File: config.mk
export PLATFORM = sky130hd
export DESIGN_NAME = dbr_top
export DESIGN_NICKNAME = d
export VERILOG_FILES = /design/src/dbr_pkg.sv /design/src/dbr_in_if.sv /design/src/dbr_insync.sv /design/src/dbr_top.sv
export SDC_FILE = /design/constraint.sdc
export NUM_CORES = 1
export LEC_CHECK = 0
export BUFFER_PORTS_ARGS = -buffer_cell sky130_fd_sc_hd__buf_4
export CAP_MARGIN = 20
export CORE_ASPECT_RATIO = 1.2
export CORE_MARGIN = 8
export CORE_UTILIZATION = 45
export DETAILED_ROUTE_END_ITERATION = 7
export PLACE_DENSITY = 0.7
export SYNTH_ARGS = -nofsm -noshare
export SYNTH_HDL_FRONTEND = slang
export SYNTH_HIERARCHICAL = 1
export SYNTH_SLANG_ARGS = --single-unit
File: constraint.sdc
create_clock -name aclk -period 3.17 [get_ports aclk]
set_clock_uncertainty 0.15 [all_clocks]
set_input_delay 0 -clock aclk [delete_from_list [all_inputs] [get_ports aclk]]
set_output_delay 0 -clock aclk [all_outputs]
set_load 0.05 [all_outputs]
File: src/dbr_pkg.sv
// shared constants and types of the delayed dual-button reset generator
// assumes a single 125 MHz clock; all times are turned into cycle counts here
package dbr_pkg;

  // ******************************************************************
  // clock and timing
  // ******************************************************************
  localparam int unsigned CLK_KHZ              = 125_000;
  localparam int unsigned HOLD_STEP_MS         = 500;
  localparam int unsigned HOLD_STEPS_MIN       = 1;
  localparam int unsigned HOLD_STEPS_MAX       = 20;
  localparam int unsigned HOLD_STEPS_DEF       = 15;
  localparam int unsigned HOLD_STEP_CYCLES     = HOLD_STEP_MS * CLK_KHZ;
  localparam int unsigned HOLD_CYCLES_DEF      = HOLD_STEPS_DEF * HOLD_STEP_CYCLES;
  localparam int unsigned PULSE_MS_DEF         = 100;
  localparam int unsigned PULSE_CYCLES_DEF     = PULSE_MS_DEF * CLK_KHZ;
  localparam int unsigned TEST_ENTRY_MS        = 42;
  localparam int unsigned TEST_ENTRY_CYCLES_DEF = TEST_ENTRY_MS * CLK_KHZ;
  localparam int unsigned TEST_HOLD_MS         = 21;
  localparam int unsigned TEST_HOLD_CYCLES_DEF = TEST_HOLD_MS * CLK_KHZ;
  localparam int unsigned CNT_W                = 32;
  typedef logic [CNT_W-1:0] dbr_cnt_t;

  // ******************************************************************
  // register bus
  // ******************************************************************
  localparam int unsigned ADDR_W       = 8;
  localparam int unsigned DATA_W       = 32;
  localparam logic [7:0]  STATUS_OFS   = 8'h00;
  localparam logic [7:0]  CTRL_OFS     = 8'h04;
  localparam logic [7:0]  CONFIG_OFS   = 8'h08;
  localparam int unsigned ST_RST_BIT   = 0;
  localparam int unsigned ST_TEST_BIT  = 1;
  localparam int unsigned ST_PRI_BIT   = 2;
  localparam int unsigned ST_SEC_BIT   = 3;
  localparam int unsigned ST_LOW_BIT   = 4;
  localparam int unsigned ST_TLVL_BIT  = 5;
  localparam int unsigned CTRL_EN_BIT  = 0;
  localparam logic        CTRL_EN_RST  = 1'h1;
  localparam int unsigned CFG_STEPS_W  = 5;
  localparam int unsigned CFG_FIXED_BIT = 8;
  localparam int unsigned CFG_AHIGH_BIT = 9;
  localparam logic [1:0]  RESP_OKAY    = 2'h0;
  localparam logic [1:0]  RESP_SLVERR  = 2'h2;

  // ******************************************************************
  // input synchroniser
  // ******************************************************************
  localparam int unsigned IN_W     = 4;
  localparam int unsigned IN_PRI   = 0;
  localparam int unsigned IN_SEC   = 1;
  localparam int unsigned IN_TLVL  = 2;
  localparam int unsigned IN_LOW   = 3;
  localparam logic [3:0]  SYNC_RST = 4'h3;

  typedef enum logic [2:0] {
    S_IDLE,
    S_ARM,
    S_BTN,
    S_PULSE,
    S_TENTRY,
    S_TLEVEL,
    S_WAIT
  } dbr_state_t;

endpackage

File: src/dbr_in_if.sv
// synchronised input levels passed from the synchroniser to the core
// assumes both ends run on the same clock
`timescale 1ns/1ps
interface dbr_in_if;
  logic primary_act;
  logic secondary_act;
  logic test_level;
  logic supply_low;
  modport drv  (output primary_act, output secondary_act, output test_level, output supply_low);
  modport core (input primary_act, input secondary_act, input test_level, input supply_low);
endinterface

File: src/dbr_insync.sv
// two-stage synchroniser for the pin-level inputs
// assumes raw pins are asynchronous to aclk; buttons arrive active low
`timescale 1ns/1ps
module dbr_insync
  import dbr_pkg::*;
(
  input  wire logic aclk,
  input  wire logic aresetn,
  input  wire logic primary_button_input_n,
  input  wire logic secondary_button_input_n,
  input  wire logic test_entry_level,
  input  wire logic supply_low,
  dbr_in_if.drv     sig
);

  typedef struct packed {
    logic [IN_W-1:0] s1;
    logic [IN_W-1:0] s2;
  } dbr_sync_t;

  dbr_sync_t       cur;
  dbr_sync_t       next_cur;
  logic [IN_W-1:0] raw;

  assign raw = {supply_low, test_entry_level, secondary_button_input_n, primary_button_input_n};

  // first stage feeds only the second stage
  always_comb begin
    next_cur    = cur;
    next_cur.s1 = raw;
    next_cur.s2 = cur.s1;
  end

  always_ff @(posedge aclk) begin
    if (!aresetn) begin
      cur <= {SYNC_RST, SYNC_RST};
    end else begin
      cur <= next_cur;
    end
  end

  assign sig.primary_act   = ~cur.s2[IN_PRI];
  assign sig.secondary_act = ~cur.s2[IN_SEC];
  assign sig.test_level    = cur.s2[IN_TLVL];
  assign sig.supply_low    = cur.s2[IN_LOW];

endmodule

File: src/dbr_top.sv
// delayed dual-button reset generator with AXI4-Lite status and control
// assumes one 125 MHz clock; pins are synchronised inside; supply_low and
// test_entry_level come from analogue comparators outside this block
//
// Function
// - a button reset asserts only after both buttons held together for the hold delay
// - hold delay is a build-time constant, 0.5 s to 10 s in 0.5 s steps
// - button-released option: reset stays until one button is released
// - fixed-pulse option: reset lasts exactly the pulse duration
// - fixed pulse length ignores button state after assertion
// - reset output polarity chosen at build time
// - both buttons active low; test entry has its own test_entry_level pin
// - supply low ignores buttons and holds reset deasserted
// - test-entry level starts a 42 ms initial delay
// - at its end reset asserts for pulse, or while overvoltage stays
// - in test mode a 21 ms hold delay replaces the normal one
// - test mode stays latched until a full power cycle
//
// Local design decisions: the AXI4-Lite interface to the registers and the register addresses.
`timescale 1ns/1ps
module dbr_top #(
  parameter int unsigned HOLD_STEPS        = dbr_pkg::HOLD_STEPS_DEF,
  parameter logic        FIXED_PULSE       = 1'h0,
  parameter logic        ACTIVE_HIGH       = 1'h0,
  parameter int unsigned HOLD_CYCLES       = HOLD_STEPS * dbr_pkg::HOLD_STEP_CYCLES,
  parameter int unsigned PULSE_CYCLES      = dbr_pkg::PULSE_CYCLES_DEF,
  parameter int unsigned TEST_ENTRY_CYCLES = dbr_pkg::TEST_ENTRY_CYCLES_DEF,
  parameter int unsigned TEST_HOLD_CYCLES  = dbr_pkg::TEST_HOLD_CYCLES_DEF
) (
  input  wire logic                         aclk,
  input  wire logic                         aresetn,
  input  wire logic                         primary_button_input_n,
  input  wire logic                         secondary_button_input_n,
  input  wire logic                         test_entry_level,
  input  wire logic                         supply_low,
  output logic                              rst_out,
  input  wire logic [dbr_pkg::ADDR_W-1:0]   s_axi_awaddr,
  input  wire logic                         s_axi_awvalid,
  output logic                              s_axi_awready,
  input  wire logic [dbr_pkg::DATA_W-1:0]   s_axi_wdata,
  input  wire logic [dbr_pkg::DATA_W/8-1:0] s_axi_wstrb,
  input  wire logic                         s_axi_wvalid,
  output logic                              s_axi_wready,
  output logic [1:0]                        s_axi_bresp,
  output logic                              s_axi_bvalid,
  input  wire logic                         s_axi_bready,
  input  wire logic [dbr_pkg::ADDR_W-1:0]   s_axi_araddr,
  input  wire logic                         s_axi_arvalid,
  output logic                              s_axi_arready,
  output logic [dbr_pkg::DATA_W-1:0]        s_axi_rdata,
  output logic [1:0]                        s_axi_rresp,
  output logic                              s_axi_rvalid,
  input  wire logic                         s_axi_rready
);
  import dbr_pkg::*;

  // ******************************************************************
  // state
  // ******************************************************************
  typedef struct packed {
    dbr_state_t        state;
    dbr_cnt_t          cnt;
    logic              test_mode;
    logic              rst_active;
    logic              rst_level;
    logic              btn_enable;
    logic              bvalid;
    logic [1:0]        bresp;
    logic              rvalid;
    logic [DATA_W-1:0] rdata;
    logic [1:0]        rresp;
  } dbr_top_state_t;

  localparam logic     ACT_LVL     = ACTIVE_HIGH;
  localparam dbr_cnt_t PULSE_LAST  = dbr_cnt_t'(PULSE_CYCLES - 1);
  localparam dbr_cnt_t ENTRY_LAST  = dbr_cnt_t'(TEST_ENTRY_CYCLES - 1);
  localparam dbr_cnt_t THOLD_LAST  = dbr_cnt_t'(TEST_HOLD_CYCLES - 1);
  localparam dbr_cnt_t NHOLD_LAST  = dbr_cnt_t'(HOLD_CYCLES - 1);

  dbr_top_state_t cur;
  dbr_top_state_t next_cur;
  dbr_cnt_t       hold_last;
  logic           both_act;
  logic           wr_go;
  logic           rd_go;
  logic [7:0]     wr_addr;
  logic [7:0]     rd_addr;

  dbr_in_if sig ();

  dbr_insync u_insync (
    .aclk                     (aclk),
    .aresetn                  (aresetn),
    .primary_button_input_n   (primary_button_input_n),
    .secondary_button_input_n (secondary_button_input_n),
    .test_entry_level         (test_entry_level),
    .supply_low               (supply_low),
    .sig                      (sig)
  );

  // ******************************************************************
  // combinational helpers and bus handshakes
  // ******************************************************************
  // buttons count as pressed only while both are low and software allows them
  assign both_act  = sig.primary_act & sig.secondary_act & cur.btn_enable;
  assign hold_last = cur.test_mode ? THOLD_LAST : NHOLD_LAST;
  // address and data are taken together; bresp is held until bready
  assign wr_go         = s_axi_awvalid & s_axi_wvalid & ~cur.bvalid;
  assign rd_go         = s_axi_arvalid & ~cur.rvalid;
  assign s_axi_awready = wr_go;
  assign s_axi_wready  = wr_go;
  assign s_axi_arready = rd_go;
  assign wr_addr       = {s_axi_awaddr[7:2], 2'h0};
  assign rd_addr       = {s_axi_araddr[7:2], 2'h0};

  // ******************************************************************
  // next state
  // ******************************************************************
  always_comb begin
    next_cur = cur;
    case (cur.state)
      S_IDLE: begin
        next_cur.cnt        = '0;
        next_cur.rst_active = 1'h0;
        if (sig.test_level && !cur.test_mode) begin
          next_cur.state = S_TENTRY;
        end else if (both_act) begin
          next_cur.state = S_ARM;
        end
      end
      S_ARM: begin
        if (!both_act) begin
          next_cur.state = S_IDLE;
          next_cur.cnt   = '0;
        end else if (cur.cnt == hold_last) begin
          next_cur.cnt        = '0;
          next_cur.rst_active = 1'h1;
          next_cur.state      = FIXED_PULSE ? S_PULSE : S_BTN;
        end else begin
          next_cur.cnt = cur.cnt + 32'h1;
        end
      end
      S_BTN: begin
        // no minimum width: a release ends the pulse at once
        if (!both_act) begin
          next_cur.rst_active = 1'h0;
          next_cur.state      = S_IDLE;
        end
      end
      S_PULSE: begin
        // buttons are not looked at until the pulse is over
        if (cur.cnt == PULSE_LAST) begin
          next_cur.cnt        = '0;
          next_cur.rst_active = 1'h0;
          next_cur.state      = S_WAIT;
        end else begin
          next_cur.cnt = cur.cnt + 32'h1;
        end
      end
      S_TENTRY: begin
        if (!sig.test_level) begin
          next_cur.state = S_IDLE;
          next_cur.cnt   = '0;
        end else if (cur.cnt == ENTRY_LAST) begin
          next_cur.cnt        = '0;
          next_cur.test_mode  = 1'h1;
          next_cur.rst_active = 1'h1;
          next_cur.state      = FIXED_PULSE ? S_PULSE : S_TLEVEL;
        end else begin
          next_cur.cnt = cur.cnt + 32'h1;
        end
      end
      S_TLEVEL: begin
        if (!sig.test_level) begin
          next_cur.rst_active = 1'h0;
          next_cur.state      = S_IDLE;
        end
      end
      S_WAIT: begin
        // a held press after a fixed pulse must not retrigger at once
        if (!both_act && !sig.test_level) begin
          next_cur.state = S_IDLE;
        end
      end
      default: begin
        next_cur.state      = S_IDLE;
        next_cur.cnt        = '0;
        next_cur.rst_active = 1'h0;
      end
    endcase
    // low supply aborts a pending entry too, but an already latched test mode stays
    if (sig.supply_low) begin
      next_cur.test_mode  = cur.test_mode;
      next_cur.state      = S_IDLE;
      next_cur.cnt        = '0;
      next_cur.rst_active = 1'h0;
    end
    next_cur.rst_level = next_cur.rst_active ? ACT_LVL : ~ACT_LVL;

    // write channel
    if (cur.bvalid && s_axi_bready) begin
      next_cur.bvalid = 1'h0;
    end
    if (wr_go) begin
      next_cur.bvalid = 1'h1;
      next_cur.bresp  = RESP_OKAY;
      if (wr_addr == CTRL_OFS) begin
        if (s_axi_wstrb[0]) begin
          next_cur.btn_enable = s_axi_wdata[CTRL_EN_BIT];
        end
      end else if (wr_addr != STATUS_OFS && wr_addr != CONFIG_OFS) begin
        next_cur.bresp = RESP_SLVERR;
      end
    end

    // read channel
    if (cur.rvalid && s_axi_rready) begin
      next_cur.rvalid = 1'h0;
    end
    if (rd_go) begin
      next_cur.rvalid = 1'h1;
      next_cur.rresp  = RESP_OKAY;
      next_cur.rdata  = '0;
      case (rd_addr)
        STATUS_OFS: begin
          next_cur.rdata[ST_RST_BIT]  = cur.rst_active;
          next_cur.rdata[ST_TEST_BIT] = cur.test_mode;
          next_cur.rdata[ST_PRI_BIT]  = sig.primary_act;
          next_cur.rdata[ST_SEC_BIT]  = sig.secondary_act;
          next_cur.rdata[ST_LOW_BIT]  = sig.supply_low;
          next_cur.rdata[ST_TLVL_BIT] = sig.test_level;
        end
        CTRL_OFS: begin
          next_cur.rdata[CTRL_EN_BIT] = cur.btn_enable;
        end
        CONFIG_OFS: begin
          next_cur.rdata[CFG_STEPS_W-1:0] = CFG_STEPS_W'(HOLD_STEPS);
          next_cur.rdata[CFG_FIXED_BIT]   = FIXED_PULSE;
          next_cur.rdata[CFG_AHIGH_BIT]   = ACTIVE_HIGH;
        end
        default: begin
          next_cur.rresp = RESP_SLVERR;
        end
      endcase
    end
  end

  // ******************************************************************
  // registers
  // ******************************************************************
  // aresetn stands for a power cycle: it is the only way out of test mode
  always_ff @(posedge aclk) begin
    if (!aresetn) begin
      cur            <= '0;
      cur.state      <= S_IDLE;
      cur.rst_level  <= ~ACT_LVL;
      cur.btn_enable <= CTRL_EN_RST;
    end else begin
      cur <= next_cur;
    end
  end

  assign rst_out      = cur.rst_level;
  assign s_axi_bvalid = cur.bvalid;
  assign s_axi_bresp  = cur.bresp;
  assign s_axi_rvalid = cur.rvalid;
  assign s_axi_rdata  = cur.rdata;
  assign s_axi_rresp  = cur.rresp;
endmodule

==> results of run 1 <==
## layout make-up
cell class | instances | area share, %
Multi-Input combinational cell | 301 | 44.9
Sequential cell | 57 | 29.2
Timing Repair Buffer | 77 | 16.9
Clock buffer | 11 | 3.62
Tap cell | 87 | 2.79
Clock inverter | 4 | 1.95
Inverter | 6 | 0.577
## state kept, by name (all words and copies together), names as in the netlist
| name | cells |
|---|---|
| s_axi_bvalid | 1 |
| u_insync/cur | 6 |
| u_insync/sig.supply_low | 1 |
| u_insync/sig.test_level | 1 |
| rst_out | 1 |
| s_axi_rresp | 1 |
| s_axi_rdata | 6 |
| s_axi_bresp | 1 |
| cur | 38 |
| s_axi_rvalid | 1 |
## report_power, final
| part | internal (W) | total, W | leakage, nW | switching (W) |
|---|---|---|---|---|
| clock | 0.000462 | 0.000764 | 0.106 | 0.000302 |
| combinational | 0.0000677 | 0.000213 | 0.894 | 0.000145 |
| sequential | 0.000728 | 0.000740 | 0.462 | 0.0000123 |
## per-stage QoR
stage / instance area, µm² / hold WS, ns / total power, W / util, %
after floorplan: 3280 / -0.0770 / 0.000926 / -
after global placement: 3410 / 0.0336 / 0.000939 / 49.7
after detailed placement: 3410 / 0.0366 / 0.000942 / 49.7
after CTS: 3910 / 0.258 / 0.00173 / 57.0
after global routing: 3910 / 0.283 / 0.00177 / 57.0
final: 3910 / 0.258 / 0.00172 / 57.0
## what timing repair did
action                    4_1_cts  5_1_grt
buffers inserted                0        0
hold buffers                   28        0
hold endpoints to repair       20        0
## cell usage after synthesis, types with 2 or more instances
cell type,count
dfxtp_1,57
nand2_1,39
buf_4,37
nor2_1,33
a31oi_1,20
nand3_1,19
clkbuf_1,13
nand4_1,13
o21ai_0,13
nand2b_1,11
xor2_1,11
nand3b_1,9
nor4_1,8
a21oi_1,7
and3_1,7
nor2b_1,7
nor3_1,7
and2_1,6
inv_1,6
or4_1,6
o21ai_1,5
xnor2_1,5
a21boi_0,4
buf_6,3
mux2i_1,3
nand4b_1,3
o21a_1,3
or3_1,3
a22oi_1,2
a41oi_1,2
nor3b_1,2
nor4bb_1,2
o211ai_1,2
o311ai_1,2
or3b_1,2
or4_4,2
## cell families (layout without fill, tap and decap cells)
kind of cell,count (synthesis),in the layout
AO/OA/AOI/OAI,68,68
XOR/XNOR,16,16
adder cells (fa/ha/maj),1,1
buffers and inverters,60,98
flip-flops,57,57
multiplexers,3,3
other,1,28
AND/OR/NAND/NOR,185,185
## critical path, stage by stage (launching register included)
cell and delay [ns]:
dfxtp_1 0.34, or4_1 0.59, or4_4 0.45, or4_4 0.59, nand2b_4 0.12, nand3_4 0.17
buf_4 0.23, a31oi_1 0.18, mux2i_1 0.09
## metal layers
| layer | wire length (µm) | vias up | GRT usage [%] |
|---|---|---|---|
| met5 | 0 | - | 0 |
| met4 | 138 | 0 | 8.07 |
| met3 | 494 | 12 | 4.16 |
| met2 | 4140 | 90 | 29.2 |
| met1 | 3230 | 1347 | 17.9 |
| li1 | - | 1464 | - |
## path summary, 6_finish.rpt
check                   from              end
max                  cur[66]          cur[61]
min          u_insync/cur[5]  u_insync/cur[1]
max reg2reg          cur[66]          cur[61]
min reg2reg  u_insync/cur[5]  u_insync/cur[1]
==> metrics.txt, run 1 <==
WHS Path Cells 1; worst slew pin tran roughly 0.82 ns; simple-gate share of the synthesized area 32.2%; First DRT Iteration DRCs approximately 150; critical-path maximum fanout 14; Seq/Total Area, Yosys around 36%; most common cell after layout, fill and taps aside dfxtp_1; most frequent cells in the layout 57 x dfxtp_1, 48 x buf_4, 39 x nand2_1; P per Cell Area approximately 440 nW/µm²; CTS root buf clkbuf_8; type of the tightest min-delay check flip-flop to flip-flop; period utilization between 90% and 100%; H-tree depth 3; syn avg cell area 8.14 µm²; post-synth top area share between 30% and 40%; critical path arrival about 3.1 ns; total CTS buffers 9; fin worst setup slack 0.131 ns; post-synthesis compound-gate area fraction 13.9%; CP Class flip-flop to flip-flop; Final min period about 3.0 ns; residual DRC count 0; Primary FF master, synth dfxtp_1; register area roughly 1100 µm²; Critical Path RT 3.25 ns; die area around 10000 µm²; dpl cells 500; CTS Sinks between 50 and 60; area share of fa/ha/maj cells after synthesis less than 1%; unrepaired setup endpoints after global routing no; mux cell area share after synthesis less than 1%; I/O pin cnt between 100 and 150; highest clock rate between 300 and 400 MHz; XOR/XNOR Fraction of Synth Area about 4.4%; GRT overflow 0; multi-input logic area about 1800 µm²; drt wl/cell around 15 µm; final slew viol count 0; main combinational cell family by area after synthesis simple AND/OR/NAND/NOR gates; Vias about 3000; Pre-antenna DRT Iters 4; Port Buf Inserts 38; status finished, final reports clean; Clock Path Buffers 2; core box area slightly below 7000 µm²; Final Hold Fails 0; final WL 8.01 mm; Synth area leaders dfxtp_1 36%, buf_4 8.7%, nand2_1 4.6%; global-route wire length before repair approximately 13 mm; Gate Count Post-Synth roughly 390; Final nets a little over 500; vias in the first global route 2884; Max IR drop VDD ~0.34 mV; Clock Latency Late Sink around 0.35 ns; die width 92.8 µm; Initial Util 46.4%; # fillers about 620; Worst slew margin between 40% and 50%; Post-Syn Area 3180 µm²; YS warnings 6; Non-Filler Instances roughly 540; CTS tree yes; Static Leak between 1 and 1.5 nW; Placer Congestion 0.907; share of cells above drive strength 1 ~16%; synthesis-to-layout area growth 22.7%; Startpoint Class flip-flop; CP Capture Type flip-flop; R2R setup slack around 0.13 ns; GRT Total Usage 16.5%; Yosys cell types 53; reg2reg path depth 8; initial antenna violation count 0; Final setup viols 0; post-CTS sizing 0; ys async rst share 0%; flops & latches, synth 57; Site Rows 33; Vias/cell 5.36; Fin Setup TNS 0 ns; hpwl dp approximately 5.6 mm; clock-pin transition on the worst setup and hold timing paths roughly 0.07 ns; Post-synth EDFFs 0; largest net degree at the start of global routing 23; chip height 108 µm; Post-Place Setup Slack ~0.15 ns; max cap viols 0; antenna diode count 0; Antenna Nets Post-Route 0; post-synth top area cell dfxtp_1
Note: power is estimated with default switching activity, not from simulation.
==> run 2, diff against run 1 <==
--- a/config.mk
+++ b/config.mk
@@ -10,6 +10,7 @@
 export CORE_ASPECT_RATIO = 1.2
 export CORE_MARGIN = 8
 export CORE_UTILIZATION = 45
+export CTS_BUF_LIST = sky130_fd_sc_hd__clkbuf_8
 export DETAILED_ROUTE_END_ITERATION = 7
 export PLACE_DENSITY = 0.7
 export SYNTH_ARGS = -nofsm -noshare
==> run 2 against run 1 <==
Compared with the run above: die area stayed put; clock-buffer cell count down 1; flip-flop and latch count unchanged; combinational power about the same; cell count did not move; first-iteration DRC count stayed put; sequential power about the same; sequential share of layout area unchanged.
==> metrics.txt, run 2 (synthesis results as in run 1) <==
status finished, final reports clean; max reg flops 38 (unchanged); most frequent cell on the critical path or4_4; dpl cells 500 (unchanged); initial antenna violation count 0 (unchanged); CP Class flip-flop to flip-flop; CTS Sinks 57 (unchanged); Clock Latency Late Sink 0.35 ns (about the same); switching component of the power 0.000459 W (about the same); worst slew pin tran 0.812 ns (-0.00358 ns); Worst slew margin 45.8% (+0.24 points); CTS tree yes; Logic pwr share 12.4% (about the same); Port Buf Inserts 38 (unchanged); Seq pwr share 43.2% (about the same); cells along the critical path or4_1, or4_4, or4_4, nand2b_4, nand3_4, buf_4, a31oi_1, mux2i_1; Placer Congestion 0.907 (unchanged); share of cells above drive strength 1 15.6% (unchanged); Final min period 3.04 ns (+0.00145 ns); Final setup viols 0 (unchanged); Biggest register cur; Clock Path Buffers 2 (unchanged); P per Cell Area 439 nW/µm² (-0.20%); Antenna Nets Post-Route 0 (unchanged); Post-Place Setup Slack 0.150 ns (unchanged); GRT Total Usage 16.5% (unchanged); CP max stage delay 0.59 ns (about the same); Static Leak 1.47 nW (+0.28%); Final Hold Fails 0 (unchanged); residual DRC count 0 (unchanged); Non-Filler Instances 543 (unchanged); CTS root buf clkbuf_8; I/O pin cnt 105 (unchanged); period utilization 95.9% (about the same); global-route wire length before repair 13.4 mm (unchanged); Startpoint Class flip-flop; R2R setup slack 0.13 ns (about the same); Final nets 516 (unchanged); chip height 108 µm (unchanged); final slew viol count 0 (unchanged); # fillers 621 (unchanged); unrepaired setup endpoints after global routing no; most common cell after layout, fill and taps aside dfxtp_1; Net Sw Frac 26.8% (+0.040 points); fin worst setup slack 0.129 ns (-0.00145 ns); Initial Util 46.4% (unchanged); slowest CP cell or4_1; GRT overflow 0 (unchanged); First DRT Iteration DRCs 146 (unchanged); vias in the first global route 2884 (unchanged); Fin Setup TNS 0 ns (unchanged); WHS 0.259 ns (+0.000670 ns); Pre-antenna DRT Iters 4 (unchanged); highest clock rate 329 MHz (about the same); max cap viols 0 (unchanged); type of the tightest min-delay check flip-flop to flip-flop; hpwl dp 5.63 mm (unchanged); die width 92.8 µm (unchanged); Vias 2952 (+1.3%); total CTS buffers 9 (unchanged); core box area 6850 µm² (unchanged); CP Capture Type flip-flop; synthesis-to-layout area growth 22.7% (unchanged); Max IR drop VDD 0.344 mV (about the same); critical path arrival 3.12 ns (about the same); Critical Path RT 3.25 ns (about the same); Vias/cell 5.44 (+1.3%); drt wl/cell 14.8 µm (+0.21%); largest net degree at the start of global routing 23 (unchanged); Pint 0.00125 W (-0.26%); clock-pin transition on the worst setup and hold timing paths 0.07 ns (about the same); final WL 8.03 mm (+0.21%); H-tree depth 3 (unchanged); most frequent cells in the layout 57 x dfxtp_1, 48 x buf_4, 39 x nand2_1; antenna diode count 0 (unchanged); Clock power frac 44.4% (about the same); die area 10000 µm² (unchanged); Site Rows 33 (unchanged); critical-path maximum fanout 14 (unchanged)
-- run 2: through the flow --
step / power [W] / util (%) / area [µm²]
global placement: 0.000939 / 49.7 / 3410
finish: 0.00171 / 57.0 / 3910
floorplan: 0.000926 / - / 3280
global route: 0.00177 / 57.0 / 3910
detailed placement: 0.000942 / 49.7 / 3410
CTS: 0.00172 / 57.0 / 3910
-- run 2: final timing paths --
path	from	to	cells after the start
setup / recovery	cur[66]	cur[61]	8
setup reg to reg	cur[66]	cur[61]	8
hold / removal	u_insync/cur[5]	u_insync/cur[1]	1
hold reg to reg	u_insync/cur[5]	u_insync/cur[1]	1
-- run 2: power by group through the flow --
stage	combinational, W	clock, W	sequential (W)
after floorplan	0.000171	0	0.000754
after detailed placement	0.000186	0	0.000756
final	0.000213	0.000760	0.000740
after global placement	0.000184	0	0.000755
after CTS	0.000209	0.000776	0.000740
after global routing	0.000226	0.000804	0.000741
-- run 2: layout make-up --
type	instances	area (µm²)	share of cell area [%]
Multi-Input combinational cell	301	1750	44.9
Sequential cell	57	1140	29.2
Timing Repair Buffer	77	661	16.9
Clock buffer	10	138	3.52
Tap cell	87	109	2.79
Clock inverter	5	80.1	2.05
Inverter	6	22.5	0.577
-- run 2: timing repair --
| action | CTS | global route |
|---|---|---|
| buffers inserted | 0 | 0 |
| resized for setup | 0 | 0 |
| hold buffers | 28 | 0 |
| endpoints found under the setup margin | 0 | 0 |
| endpoints found under the hold margin | 20 | 0 |
-- run 2: layer usage --
layer	up-vias	global-route usage [%]	part of all wire, %
li1	1465	-	-
met5	-	0	0
met4	0	8.07	2.1
met1	1370	17.9	40
met3	17	4.16	6.3
met2	100	29.2	51
-- run 2: worst max-delay path, delay by kind of cell (launching register included) --
family | cells | cell delay (ns)
muxes | 1 | 0.09
DFF | 1 | 0.34
and+or+nand+nor | 5 | 1.92
AOI/OAI and AO/OA | 1 | 0.18
buffers and inverters | 1 | 0.23
